`src/pkg/amp_pkg.sv`:
```
/*
 * constants for the per-axis motion parameter bank: register indices, apb offsets,
 * field masks, control and status bit positions.
 * assumes a 32-bit apb slave with word-aligned byte addresses.
 */
package amp_pkg;
	localparam int NUM_REGS = 8;
	localparam int IDX_TARGET = 0;
	localparam int IDX_START_SPEED = 1;
	localparam int IDX_OPER_SPEED = 2;
	localparam int IDX_ACCEL = 3;
	localparam int IDX_DECEL = 4;
	localparam int IDX_SCALE = 5;
	localparam int IDX_RAMP = 6;
	localparam int IDX_MODE = 7;

	localparam logic [7:0] OFS_EXEC_BASE = 8'h00;
	localparam logic [7:0] OFS_QUEUE_BASE = 8'h20;
	localparam logic [7:0] OFS_CONTROL = 8'h40;
	localparam logic [7:0] OFS_STATUS = 8'h44;

	localparam logic [31:0] RESET_VALUE = 32'h0000_0000;
	localparam logic [31:0] MASK_TARGET = 32'h0FFF_FFFF;
	localparam logic [31:0] MASK_SPEED16 = 32'h0000_FFFF;
	localparam logic [31:0] MASK_SCALE = 32'h0000_0FFF;
	localparam logic [31:0] MASK_RAMP = 32'h00FF_FFFF;
	localparam logic [31:0] MASK_MODE = 32'h0FFF_FF7F;

	localparam int TARGET_MSB = 27;
	localparam int RAMP_MSB = 23;
	localparam int MODE_RAMP_SEL_BIT = 13;
	localparam int CTRL_START_BIT = 0;
	localparam int STAT_RUNNING_BIT = 24;
endpackage

```
`src/hdl/amp_param_bank.sv`:
```
/*
 * per-axis motion parameter bank: execution registers with a two-stage queue each,
 * apb slave access, start handling and small derived values for the pulse generator.
 * assumes the pulse generator sits on core_clk, samples the execution copies while
 * run_start is high, and pulses op_done when a move completes.
 */
// The address map and register access over APB are this design's own decisions.
`timescale 1ns/1ps
module amp_param_bank #(
	parameter int ADDR_W = 8
) (
	input wire logic core_clk,
	input wire logic rst_n,
	input wire logic ce,
	input wire logic psel,
	input wire logic penable,
	input wire logic pwrite,
	input wire logic [ADDR_W-1:0] paddr,
	input wire logic [31:0] pwdata,
	input wire logic [3:0] pstrb,
	output logic [31:0] prdata,
	output logic pready,
	output logic pslverr,
	input wire logic op_done,
	input wire logic [27:0] remaining_pulses,
	output logic run_start,
	output logic running,
	output logic [27:0] target_increment,
	output logic [15:0] start_speed,
	output logic [15:0] operating_speed,
	output logic [15:0] accel_rate,
	output logic [15:0] decel_rate,
	output logic [11:0] speed_scale,
	output logic [23:0] ramp_down_point,
	output logic [31:0] operation_mode_word,
	output logic [6:0] operation_code,
	output logic ramp_point_manual_sel,
	output logic [15:0] decel_rate_eff,
	output logic [12:0] scale_divisor,
	output logic ramp_decel_req
);
	localparam int N = amp_pkg::NUM_REGS;

	if (ADDR_W < 8) begin
		$error("amp_param_bank needs at least 8 address bits");
	end

	typedef struct packed {
		logic [N-1:0][31:0] ex;
		logic [N-1:0][31:0] q1;
		logic [N-1:0][31:0] q2;
		logic [N-1:0] exf;
		logic [N-1:0] q1v;
		logic [N-1:0] q2v;
		logic running;
		logic start;
		logic ack;
		logic [31:0] rdata;
		logic slverr;
		logic [15:0] decel_eff;
		logic [12:0] scale_div;
		logic ramp_req;
	} amp_state_t;

	amp_state_t s_r;
	amp_state_t s_nxt;

	function automatic logic [31:0] amp_mask(input int i);
		case (i)
			amp_pkg::IDX_TARGET: amp_mask = amp_pkg::MASK_TARGET;
			amp_pkg::IDX_START_SPEED: amp_mask = amp_pkg::MASK_SPEED16;
			amp_pkg::IDX_OPER_SPEED: amp_mask = amp_pkg::MASK_SPEED16;
			amp_pkg::IDX_ACCEL: amp_mask = amp_pkg::MASK_SPEED16;
			amp_pkg::IDX_DECEL: amp_mask = amp_pkg::MASK_SPEED16;
			amp_pkg::IDX_SCALE: amp_mask = amp_pkg::MASK_SCALE;
			amp_pkg::IDX_RAMP: amp_mask = amp_pkg::MASK_RAMP;
			default: amp_mask = amp_pkg::MASK_MODE;
		endcase
	endfunction

	// stored values are already masked; target and auto-mode ramp reads sign extend, other unused bits read zero
	function automatic logic [31:0] amp_fmt(input int i, input logic [31:0] v, input logic manual);
		case (i)
			amp_pkg::IDX_TARGET: amp_fmt = {{4{v[amp_pkg::TARGET_MSB]}}, v[27:0]};
			amp_pkg::IDX_RAMP: amp_fmt = manual ? {8'h00, v[23:0]} :
				{{8{v[amp_pkg::RAMP_MSB]}}, v[23:0]};
			default: amp_fmt = v;
		endcase
	endfunction

	logic hit_exec;
	logic hit_queue;
	logic hit_ctrl;
	logic hit_stat;
	logic [2:0] sel;
	logic acc;
	logic wr_acc;
	logic [31:0] wdata_b;
	logic manual;

	assign sel = paddr[4:2];
	assign hit_exec = (paddr[7:5] == amp_pkg::OFS_EXEC_BASE[7:5]) && (paddr[1:0] == 2'b00);
	assign hit_queue = (paddr[7:5] == amp_pkg::OFS_QUEUE_BASE[7:5]) && (paddr[1:0] == 2'b00);
	assign hit_ctrl = (paddr[7:0] == amp_pkg::OFS_CONTROL);
	assign hit_stat = (paddr[7:0] == amp_pkg::OFS_STATUS);
	assign acc = psel && penable && s_r.ack;
	assign wr_acc = acc && pwrite && !s_r.slverr;
	assign manual = s_r.ex[amp_pkg::IDX_MODE][amp_pkg::MODE_RAMP_SEL_BIT];

	// byte lanes without a strobe keep the written register's old bits
	always_comb begin
		logic [31:0] base;
		base = hit_exec ? s_r.ex[sel] : s_r.q2[sel];
		for (int b = 0; b < 4; b++) begin
			wdata_b[b*8 +: 8] = pstrb[b] ? pwdata[b*8 +: 8] : base[b*8 +: 8];
		end
	end

	always_comb begin
		logic start_now;
		logic [15:0] dec;
		start_now = 1'b0;
		dec = 16'h0000;
		s_nxt = s_r;
		// apb: one wait state, answer prepared in the first access cycle
		if (psel && penable && !s_r.ack) begin
			s_nxt.ack = 1'b1;
			s_nxt.slverr = !(hit_exec || hit_queue || hit_ctrl || hit_stat) ||
				(ADDR_W > 8 && |paddr[ADDR_W-1:ADDR_W > 8 ? 8 : ADDR_W-1]);
			s_nxt.rdata = 32'h0000_0000;
			if (hit_exec) begin
				s_nxt.rdata = amp_fmt(int'(sel), s_r.ex[sel], manual);
			end else if (hit_queue) begin
				s_nxt.rdata = amp_fmt(int'(sel), s_r.q2[sel], manual);
			end else if (hit_stat) begin
				s_nxt.rdata = {7'h00, s_r.running, s_r.exf, s_r.q1v, s_r.q2v};
			end
		end else begin
			s_nxt.ack = 1'b0;
		end
		if (wr_acc && hit_ctrl && pstrb[0] && pwdata[amp_pkg::CTRL_START_BIT]) begin
			start_now = 1'b1;
		end
		s_nxt.start = start_now;
		// start wins over a completion in the same cycle
		if (start_now) begin
			s_nxt.running = 1'b1;
		end else if (op_done) begin
			s_nxt.running = 1'b0;
		end
		for (int i = 0; i < N; i++) begin
			// launched data leaves the execution stage
			if (s_r.start) begin
				s_nxt.exf[i] = 1'b0;
			end
			// forward whenever the stage ahead is empty
			if (!s_r.exf[i] && s_r.q1v[i]) begin
				s_nxt.ex[i] = s_r.q1[i];
				s_nxt.exf[i] = 1'b1;
				s_nxt.q1v[i] = 1'b0;
			end
			if ((!s_r.q1v[i] || (!s_r.exf[i] && s_r.q1v[i])) && s_r.q2v[i]) begin
				s_nxt.q1[i] = s_r.q2[i];
				s_nxt.q1v[i] = 1'b1;
				s_nxt.q2v[i] = 1'b0;
			end
			// queue write, overwrites stage two when both stages and the execution stage are full
			if (wr_acc && hit_queue && int'(sel) == i) begin
				s_nxt.q2[i] = wdata_b & amp_mask(i);
				s_nxt.q2v[i] = 1'b1;
			end
			// direct write takes effect at once, also during a move
			if (wr_acc && hit_exec && int'(sel) == i) begin
				s_nxt.ex[i] = wdata_b & amp_mask(i);
				s_nxt.exf[i] = 1'b1;
			end
		end
		dec = s_r.ex[amp_pkg::IDX_DECEL][15:0];
		s_nxt.decel_eff = (dec == 16'h0000) ? s_r.ex[amp_pkg::IDX_ACCEL][15:0] : dec;
		// divisor of the reference clock per 65536 counts
		s_nxt.scale_div = {1'b0, s_r.ex[amp_pkg::IDX_SCALE][11:0]} + 13'h0001;
		// manual ramp point compares remaining pulses with the unsigned value
		s_nxt.ramp_req = manual && s_r.running &&
			({4'h0, remaining_pulses} < {8'h00, s_r.ex[amp_pkg::IDX_RAMP][23:0]});
	end

	always_ff @(posedge core_clk) begin
		if (!rst_n) begin
			s_r <= '0;
		end else if (ce) begin
			s_r <= s_nxt;
		end
	end

	assign prdata = s_r.rdata;
	assign pready = s_r.ack;
	assign pslverr = s_r.ack && s_r.slverr;
	assign run_start = s_r.start;
	assign running = s_r.running;
	assign target_increment = s_r.ex[amp_pkg::IDX_TARGET][27:0];
	assign start_speed = s_r.ex[amp_pkg::IDX_START_SPEED][15:0];
	assign operating_speed = s_r.ex[amp_pkg::IDX_OPER_SPEED][15:0];
	assign accel_rate = s_r.ex[amp_pkg::IDX_ACCEL][15:0];
	assign decel_rate = s_r.ex[amp_pkg::IDX_DECEL][15:0];
	assign speed_scale = s_r.ex[amp_pkg::IDX_SCALE][11:0];
	assign ramp_down_point = s_r.ex[amp_pkg::IDX_RAMP][23:0];
	assign operation_mode_word = s_r.ex[amp_pkg::IDX_MODE];
	assign operation_code = s_r.ex[amp_pkg::IDX_MODE][6:0];
	assign ramp_point_manual_sel = manual;
	assign decel_rate_eff = s_r.decel_eff;
	assign scale_divisor = s_r.scale_div;
	assign ramp_decel_req = s_r.ramp_req;

	property p_reset_clear;
		@(posedge core_clk) !rst_n |=> (s_r.ex == '0) && (s_r.q1 == '0) && (s_r.q2 == '0);
	endproperty
	a_reset_clear: assert property (p_reset_clear) else $error("bank not cleared by reset");

	property p_target_signext;
		@(posedge core_clk) disable iff (!rst_n)
		(ce && psel && penable && !s_r.ack && !pwrite && hit_exec && sel == 3'd0)
		|=> prdata[31:28] == {4{prdata[27]}};
	endproperty
	a_target_signext: assert property (p_target_signext) else $error("target read not sign extended");

	property p_unused_zero;
		@(posedge core_clk) disable iff (!rst_n)
		(ce && psel && penable && !s_r.ack && !pwrite && hit_exec && sel == 3'd3)
		|=> prdata[31:16] == 16'h0000;
	endproperty
	a_unused_zero: assert property (p_unused_zero) else $error("unused accel bits not zero");

	property p_decel_fallback;
		@(posedge core_clk) disable iff (!rst_n)
		(ce && decel_rate == 16'h0000) |=> decel_rate_eff == $past(accel_rate);
	endproperty
	a_decel_fallback: assert property (p_decel_fallback) else $error("zero decel did not use accel");

	property p_scale_div;
		@(posedge core_clk) disable iff (!rst_n)
		ce |=> scale_divisor == {1'b0, $past(speed_scale)} + 13'h0001;
	endproperty
	a_scale_div: assert property (p_scale_div) else $error("scale divisor wrong");

	property p_ramp_manual;
		@(posedge core_clk) disable iff (!rst_n)
		(ce && ramp_point_manual_sel && running && remaining_pulses[27:24] == 4'h0 &&
		remaining_pulses[23:0] < ramp_down_point) |=> ramp_decel_req;
	endproperty
	a_ramp_manual: assert property (p_ramp_manual) else $error("manual ramp point missed");

	property p_mode_zero;
		@(posedge core_clk) disable iff (!rst_n)
		operation_mode_word[7] == 1'b0 && operation_mode_word[31:28] == 4'h0;
	endproperty
	a_mode_zero: assert property (p_mode_zero) else $error("reserved mode bits set");

	property p_start_advance;
		@(posedge core_clk) disable iff (!rst_n)
		(ce && run_start && s_r.q1v[0] && !(wr_acc && hit_exec)) ##1 (ce && !(wr_acc && hit_exec))
		|=> target_increment == $past(s_r.q1[0][27:0], 2);
	endproperty
	a_start_advance: assert property (p_start_advance) else $error("queue did not advance after start");

	property p_queue_write;
		@(posedge core_clk) disable iff (!rst_n)
		(ce && wr_acc && hit_queue && sel == 3'd0 && pstrb == 4'hF)
		|=> s_r.q2v[0] && s_r.q2[0] == ($past(pwdata) & amp_pkg::MASK_TARGET);
	endproperty
	a_queue_write: assert property (p_queue_write) else $error("queue write lost");

	property p_fifo_fwd;
		@(posedge core_clk) disable iff (!rst_n)
		(ce && s_r.q2v[0] && !s_r.q1v[0]) |=> s_r.q1v[0] && s_r.q1[0] == $past(s_r.q2[0]);
	endproperty
	a_fifo_fwd: assert property (p_fifo_fwd) else $error("queue stage did not move forward");

	property p_override;
		@(posedge core_clk) disable iff (!rst_n)
		(ce && wr_acc && hit_exec && sel == 3'd0 && pstrb == 4'hF)
		|=> target_increment == $past(pwdata[27:0]);
	endproperty
	a_override: assert property (p_override) else $error("target override not applied");

	property p_decel_direct;
		@(posedge core_clk) disable iff (!rst_n)
		(ce && decel_rate != 16'h0000) |=> decel_rate_eff == $past(decel_rate);
	endproperty
	a_decel_direct: assert property (p_decel_direct) else $error("nonzero decel not used");

	property p_speed_unused;
		@(posedge core_clk) disable iff (!rst_n)
		(ce && psel && penable && !s_r.ack && !pwrite && hit_exec && sel == 3'd1)
		|=> prdata[31:16] == 16'h0000;
	endproperty
	a_speed_unused: assert property (p_speed_unused) else $error("unused start speed bits not zero");

	property p_scale_unused;
		@(posedge core_clk) disable iff (!rst_n)
		(ce && psel && penable && !s_r.ack && !pwrite && hit_exec && sel == 3'd5)
		|=> prdata[31:12] == 20'h0_0000;
	endproperty
	a_scale_unused: assert property (p_scale_unused) else $error("unused scale bits not zero");

	property p_ramp_auto_read;
		@(posedge core_clk) disable iff (!rst_n)
		(ce && psel && penable && !s_r.ack && !pwrite && hit_exec && sel == 3'd6 && !ramp_point_manual_sel)
		|=> prdata[31:24] == {8{prdata[23]}};
	endproperty
	a_ramp_auto_read: assert property (p_ramp_auto_read) else $error("auto ramp read not sign extended");

	property p_ramp_manual_read;
		@(posedge core_clk) disable iff (!rst_n)
		(ce && psel && penable && !s_r.ack && !pwrite && hit_exec && sel == 3'd6 && ramp_point_manual_sel)
		|=> prdata[31:24] == 8'h00;
	endproperty
	a_ramp_manual_read: assert property (p_ramp_manual_read) else $error("manual ramp upper bits not zero");

	property p_mode_read;
		@(posedge core_clk) disable iff (!rst_n)
		(ce && psel && penable && !s_r.ack && !pwrite && hit_exec && sel == 3'd7)
		|=> prdata[7] == 1'b0 && prdata[31:28] == 4'h0;
	endproperty
	a_mode_read: assert property (p_mode_read) else $error("reserved mode bits read nonzero");

	property p_queue_read;
		@(posedge core_clk) disable iff (!rst_n)
		(ce && psel && penable && !s_r.ack && !pwrite && hit_queue && sel == 3'd0)
		|=> prdata[27:0] == $past(s_r.q2[0][27:0]);
	endproperty
	a_queue_read: assert property (p_queue_read) else $error("queue read wrong");

	property p_queue_signext;
		@(posedge core_clk) disable iff (!rst_n)
		(ce && psel && penable && !s_r.ack && !pwrite && hit_queue && sel == 3'd0)
		|=> prdata[31:28] == {4{prdata[27]}};
	endproperty
	a_queue_signext: assert property (p_queue_signext) else $error("queued target not sign extended");

	property p_ramp_auto_idle;
		@(posedge core_clk) disable iff (!rst_n)
		(ce && !ramp_point_manual_sel) |=> !ramp_decel_req;
	endproperty
	a_ramp_auto_idle: assert property (p_ramp_auto_idle) else $error("ramp request in auto mode");

	property p_fifo_exec;
		@(posedge core_clk) disable iff (!rst_n)
		(ce && !s_r.exf[0] && s_r.q1v[0] && !(wr_acc && hit_exec))
		|=> s_r.exf[0] && target_increment == $past(s_r.q1[0][27:0]);
	endproperty
	a_fifo_exec: assert property (p_fifo_exec) else $error("queue stage did not reach execution");
endmodule

```
`config.mk`:
```
export PLATFORM = sky130hd
export DESIGN_NAME = amp_param_bank
export DESIGN_NICKNAME = d
export VERILOG_FILES = /design/src/pkg/amp_pkg.sv /design/src/hdl/amp_param_bank.sv
export SDC_FILE = /design/constraint.sdc
export NUM_CORES = 1
export LEC_CHECK = 0
export BUFFER_PORTS_ARGS = -buffer_cell sky130_fd_sc_hd__buf_2
export CORE_ASPECT_RATIO = 1.4
export CORE_UTILIZATION = 30
export CTS_CLUSTER_DIAMETER = 200
export DETAILED_ROUTE_END_ITERATION = 8
export GPL_TIMING_DRIVEN = 0
export SYNTH_ARGS = -nofsm -noshare
export SYNTH_HDL_FRONTEND = slang
export SYNTH_SLANG_ARGS = --single-unit
```
`constraint.sdc`:
```
create_clock -name core_clk -period 3.3 [get_ports core_clk]
set_input_delay 0.66 -clock core_clk [delete_from_list [all_inputs] [get_ports core_clk]]
set_output_delay 0.66 -clock core_clk [all_outputs]
set_load 0.02 [all_outputs]
```
=== After elaboration in Yosys (flattened, before gate mapping) ===
Index checks and enable logic that the tools add are counted.

* Memories: 0
* Register bits after elaboration: 858
* Logic and storage cells: 353
* Bits in read-only memories: 0
* Latch bits: 0
* Output and inout port bits: 234
* RAM bits: 0

* Multipliers: 0
* $add $sub $neg: 1
* Order comparisons: 2
* Bitwise logic cells: 16
* Equal/unequal tests: 11
* Muxes and demuxes: 102
* Divide/modulo/power cells: 0
* Shift operators: 0
* Reduce and logical (&&, ||, !) cells: 165

{| class="wikitable"
|+ Operator list
! cell !! number
|-
| $mux 32 || 39
|-
| $and 32x32->32 || 16
|-
| $bmux 32 s3 || 2
|-
| $pmux 32 s2 || 2
|-
| $reduce_and 2->1 || 50
|-
| $mux 1 || 53
|-
| $reduce_bool 2->1 || 25
|-
| $logic_and 1x1->1 || 47
|-
| $mux 8 || 4
|-
| $lt 28x24->1 || 1
|-
| $mux 25 || 1
|-
| $reduce_bool 3->1 || 8
|-
| $logic_not 1->1 || 19
|-
| $eq 8x7->1 const B || 2
|-
| $logic_not 16->1 || 1
|-
| $mux 16 || 1
|-
| $eq 3x3->1 const B || 5
|-
| $add 12x1->13 const B || 1
|-
| $logic_or 1x1->1 || 11
|-
| $logic_not 3->1 || 3
|-
| $eq 3x1->1 const B || 2
|-
| $eq 3x2->1 const B || 2
|-
| $lt 3x4->1 const B || 1
|-
| $logic_not 2->1 || 1
|}

=== Depth between registers and ports, before layout ===
* Depth after elaboration: 10
* Gate-level depth with buffers: 11
* Depth with buffers taken out: 7

=== Least setup slack after synthesis ===
OpenSTA, ideal clock, no wires.

* Kind: input to register
* Start: input paddr[2]
* End: register s_r[105] in the netlist's numbering
* Library setup time: 152 ps
* Cell stages on the path: 8
* Setup slack: 760 ps
* Path buffers: 3
* Data arrival time: 2387 ps
* Path through: buf_6 buf_6 buf_12 mux2_2 a22oi_1 o21ai_1 a222oi_1 a211oi_1

* Longest elaborated chain between the ends: 5
* Elaborated cells between the ends (all ways): 10

{| class="wikitable"
|+ Ends and longest elaborated chain
! what !! RTL line !! RTL
|-
| start: declaration || amp_param_bank.sv:18 || <nowiki>input wire logic [ADDR_W-1:0] paddr,</nowiki>
|-
| $bmux 32 s3 || amp_param_bank.sv:113 || <nowiki>base = hit_exec ? s_r.ex[sel] : s_r.q2[sel];</nowiki>
|-
| $mux 32 (not written as such) || amp_param_bank.sv:113 ||
|-
| $mux 32 || amp_param_bank.sv:113 ||
|-
| $mux 8 || amp_param_bank.sv:115 || <nowiki>wdata_b[b*8 +: 8] = pstrb[b] ? pwdata[b*8 +: 8] : base[b*8 +: 8];</nowiki>
|-
| $and 32x32->32 || amp_param_bank.sv:169 || <nowiki>s_nxt.q2[i] = wdata_b & amp_mask(i);</nowiki>
|-
| end signal: assignment || amp_param_bank.sv:191 || <nowiki>s_r <= s_nxt;</nowiki>
|-
| end: declaration || amp_param_bank.sv:65 || <nowiki>amp_state_t s_r;</nowiki>
|}

Parallel ways exist; a longest one is shown, timed or not. The select of a mux whose other input is x is not followed.
A chain may end at the register's enable or synchronous reset.

=== Worst setup path in the final report ===
* Start: input ce
* End: register s_r (netlist bit speed_scale[6])

* Longest elaborated chain between the ends: 1

{| class="wikitable"
|+ Ends and longest elaborated chain
! what !! RTL line !! RTL
|-
| start: declaration || amp_param_bank.sv:14 || <nowiki>input wire logic ce,</nowiki>
|-
| $reduce_and 2->1 (no line) || - ||
|}

Every way passes these cells.

==> reports/results.tsv <==
stage	metric	value	unit
timing	final setup vio count	67	
timing	f_max	285	MHz
yosys	most instantiated cells after synthesis	dfxtp_1, nand2_1, a21oi_1	
place	placement-stage cell area	30200	um^2
setup_path	Crit Path Max Fanout	12	
finish	layout cell share with drive strength beyond 1	25.0	%
setup_path	crit-path cells	buf_2 > buf_1 > clkdlybuf4s15_1 > nand3_1 > o221ai_1	
finish	Fillers	9466	
clock_network	Worst-Skew Late Latency	0.66	ns
grt	number of global-route vias before repair	26700	
timing	RSZ-0062 raised after global routing	yes	
detailed_routing	DR WL/cell	36.2	um
grt	initial antenna violation count	11	
setup_path	Setup crit end kind	register	
finish	Finished Cell Area	32500	um^2
worst_hold_path	hold path cells	4	
setup_path	Buf+Inv Stages, Crit Path	3	
detailed_routing	Vias	28800	
yosys	Cell variety after synth	98	
worst_hold_path	hold crit path type	in2reg	
yosys	fraction of registers with async set/reset	0	%
power	Worst IR Drop VDD	323	uV
die	row count	130	
setup_path	Reg2Reg Depth	7	
timing	Final Skew	0.0231	ns
setup_path	Slowest-stage cell, CP	clkdlybuf4s15_1	
die	Die H	358	um
die	Starting Density	30.3	%
status	status	finished, violations left	
die	DIE AREA	91700	um^2
place	placed instance count	4635	
place	DP Wirelength	134000	um
clock_network	Clock Pin Slew Worst Setup and Hold Paths	0.07	ns
finish	Final Non-Filler Cells	4760	
place	RePlAce Congestion	1.04	
setup_path	stages on the worst setup path	5	
setup_path	Req. time, crit path	3.87	ns
timing	final worst slack	-0.206	ns
grt	total track usage	36.5	%
timing	Final min period	3.51	ns
yosys	post-synth top area share	40.7	%
status	failing checks	max-capacitance violations, max-slew violations, negative setup slack	
yosys	EDFF count, synth	0	
yosys	Synth area leader	dfxtp_1	
die	IO Pins	313	
grt	largest net degree at the start of global routing	15	
power	Power Total	14.9	mW
yosys	Mapped Area	27100	um^2
yosys	synth warn	0	
yosys	register area share after synthesis	40.7	%
power	power per cell area	459	nW/um^2
clock_network	Root Driver	clkbuf_16	
die	die width	256	um
finish	# nets final	3623	
clock_network	CTS tree	yes	
timing	WHS	0.379	ns
yosys	Synth area leaders	dfxtp_1, a21oi_1, buf_4, nand2_1, nand3_1	
detailed_routing	Via density	6.05	
clock_network	CTS buffer count	56	
yosys	Post-Synthesis Cells	3139	
yosys	top-count cell post-synth	dfxtp_1	
power	Pleak	12.3	nW
detailed_routing	drt pass-1 iters	6	
setup_path	critical path class	in2reg	
clock_network	clk sinks	552	
die	Core Footprint	89600	um^2
finish	area delta synth->final	19.7	%
setup_path	crit path DAT	4.08	ns
yosys	FF+latch count, synth	552	
detailed_routing	antenna viol nets, final	0	
detailed_routing	drt total wl	172000	um
yosys	most used flip-flop cell after synthesis	dfxtp_1	
setup_path	CP top delay family	buffers and inverters	
setup_path	Worst Setup Start Kind	input pin	
detailed_routing	Remaining DRCs	0	
clock_network	H-tree levels	2	
timing	Final Max Slew Viols	11	
grt	first-pass GRT wire length	229000	um
grt	remaining global-route overflow	0	
timing	relative slew slack	-11.1	%
place	IO buf count	300	
yosys	Mean Syn Cell Area	8.65	um^2
timing	Worst Tran Pin Value	1.67	ns
clock_network	hold buffer count at CTS	0	
flow_run	max capacitance violation total	1	
setup_path	CP max stage delay	1.07	ns
detailed_routing	DRT iter0 DRCs	3705	
timing	Final period util	106	%
clock_network	maximum clock path buffer count	3	
timing	Final Hold Viols	0	
[layout by cell type (no fill, tap or decap), drive strengths merged, types with 7 or more instances in the layout]
| cell | synthesis | routed |
|---|---|---|
| a2111oi | 16 | 16 |
| a211oi | 66 | 66 |
| a21oi | 394 | 394 |
| a221oi | 20 | 20 |
| a222oi | 9 | 9 |
| a22oi | 23 | 23 |
| a31oi | 12 | 12 |
| and2 | 15 | 15 |
| and3 | 8 | 8 |
| and4 | 14 | 14 |
| buf | 337 | 656 |
| clkbuf | 143 | 222 |
| clkinv | 1 | 13 |
| dfxtp | 552 | 552 |
| ha | 24 | 24 |
| inv | 32 | 36 |
| mux2 | 35 | 35 |
| mux2i | 35 | 35 |
| mux4 | 41 | 41 |
| nand2 | 440 | 440 |
| nand2b | 37 | 37 |
| nand3 | 155 | 155 |
| nand4 | 66 | 66 |
| nor2 | 102 | 102 |
| nor2b | 13 | 13 |
| nor3 | 42 | 42 |
| nor4 | 11 | 11 |
| nor4b | 16 | 16 |
| o211ai | 84 | 84 |
| o21a | 8 | 8 |
| o21ai | 174 | 174 |
| o221ai | 20 | 20 |
| o22ai | 26 | 26 |
| o2bb2ai | 60 | 60 |
| o31ai | 7 | 7 |
| o32ai | 10 | 10 |
| or2 | 9 | 9 |
[registers in the layout (all words and copies together), names as in the netlist, 24 cells and up]
name,count
target_increment,28
s_r,335
operation_mode_word,27
ramp_down_point,24
prdata,29
[repair_timing]
action | CTS | global route
pin swaps | 5 | 1
gates resized for setup | 36 | 22
setup endpoints to repair | 373 | 142
setup buffers | 12 | 4
endpoints found under the hold margin | 0 | 0
[worst reg2reg max path, stage by stage (launching register included)]
cell,delay [ns]
dfxtp_1,0.47
and4b_1,0.25
buf_2,0.30
nand3_2,0.52
nor4_2,0.76
nand2_1,0.44
buf_2,0.32
o2bb2ai_1,0.15
[path summary, 6_finish.rpt]
check,startpoint,end,slack [ns]
worst max register to register,pready,s_r[132],0.02
worst max-delay path,ce,speed_scale[6],-0.21
worst min register to register,s_r[372],s_r[372],0.45
worst min-delay path,op_done,running,0.38
[stage by stage]
stage / worst slack [ns] / setup TNS, ns / utilization [%]
finish: -0.206 / -5.24 / 36.2
global route: -0.00379 / -0.00379 / 36.2
CTS: 0.0105 / 0 / 36.1
detailed placement: -1.69 / -482.03 / 33.7
global placement: -2.32 / -512.66 / 33.6
floorplan: 0.760 / 0 / -
[routing by layer]
layer  share of wire (%)  up-vias  global-route usage (%)
li1                    -    12000                       -
met1                  35    14100                    41.4
met2                  44     2038                    57.5
met3                 8.7      633                    6.95
met4                  12        4                    35.1
met5               0.017        -                       0
[cell type report]
cell class	instances	area, um^2	area share, %
Clock inverter	21	219	0.674
Buffer	481	3030	9.33
Sequential cell	552	11100	34.0
Inverter	33	124	0.381
Multi-Input combinational cell	2076	13200	40.7
Antenna cell	6	15.0	0.0462
Timing Repair Buffer	320	1670	5.14
Clock buffer	83	1660	5.12
Tap cell	1188	1490	4.58
[where the power goes]
part | leakage (nW) | switching [mW] | total (mW) | internal [mW]
Sequential | 4.45 | 0.0281 | 6.72 | 6.69
Clock | 0.931 | 3.04 | 6.78 | 3.74
Combinational | 6.88 | 1.07 | 1.40 | 0.328
Total | 12.3 | 4.14 | 14.9 | 10.8
[cell families after synthesis]
logic type	Yosys count	synth area share [%]
compound gates	982	23.0
simple gates	944	17.1
flops	552	40.7
buf+inv	515	11.5
mux	111	6.28
fa+ha+maj	24	1.11
xor+xnor	10	0.323
other cells	1	0.0138
Note: power is estimated with default switching activity, not from simulation.
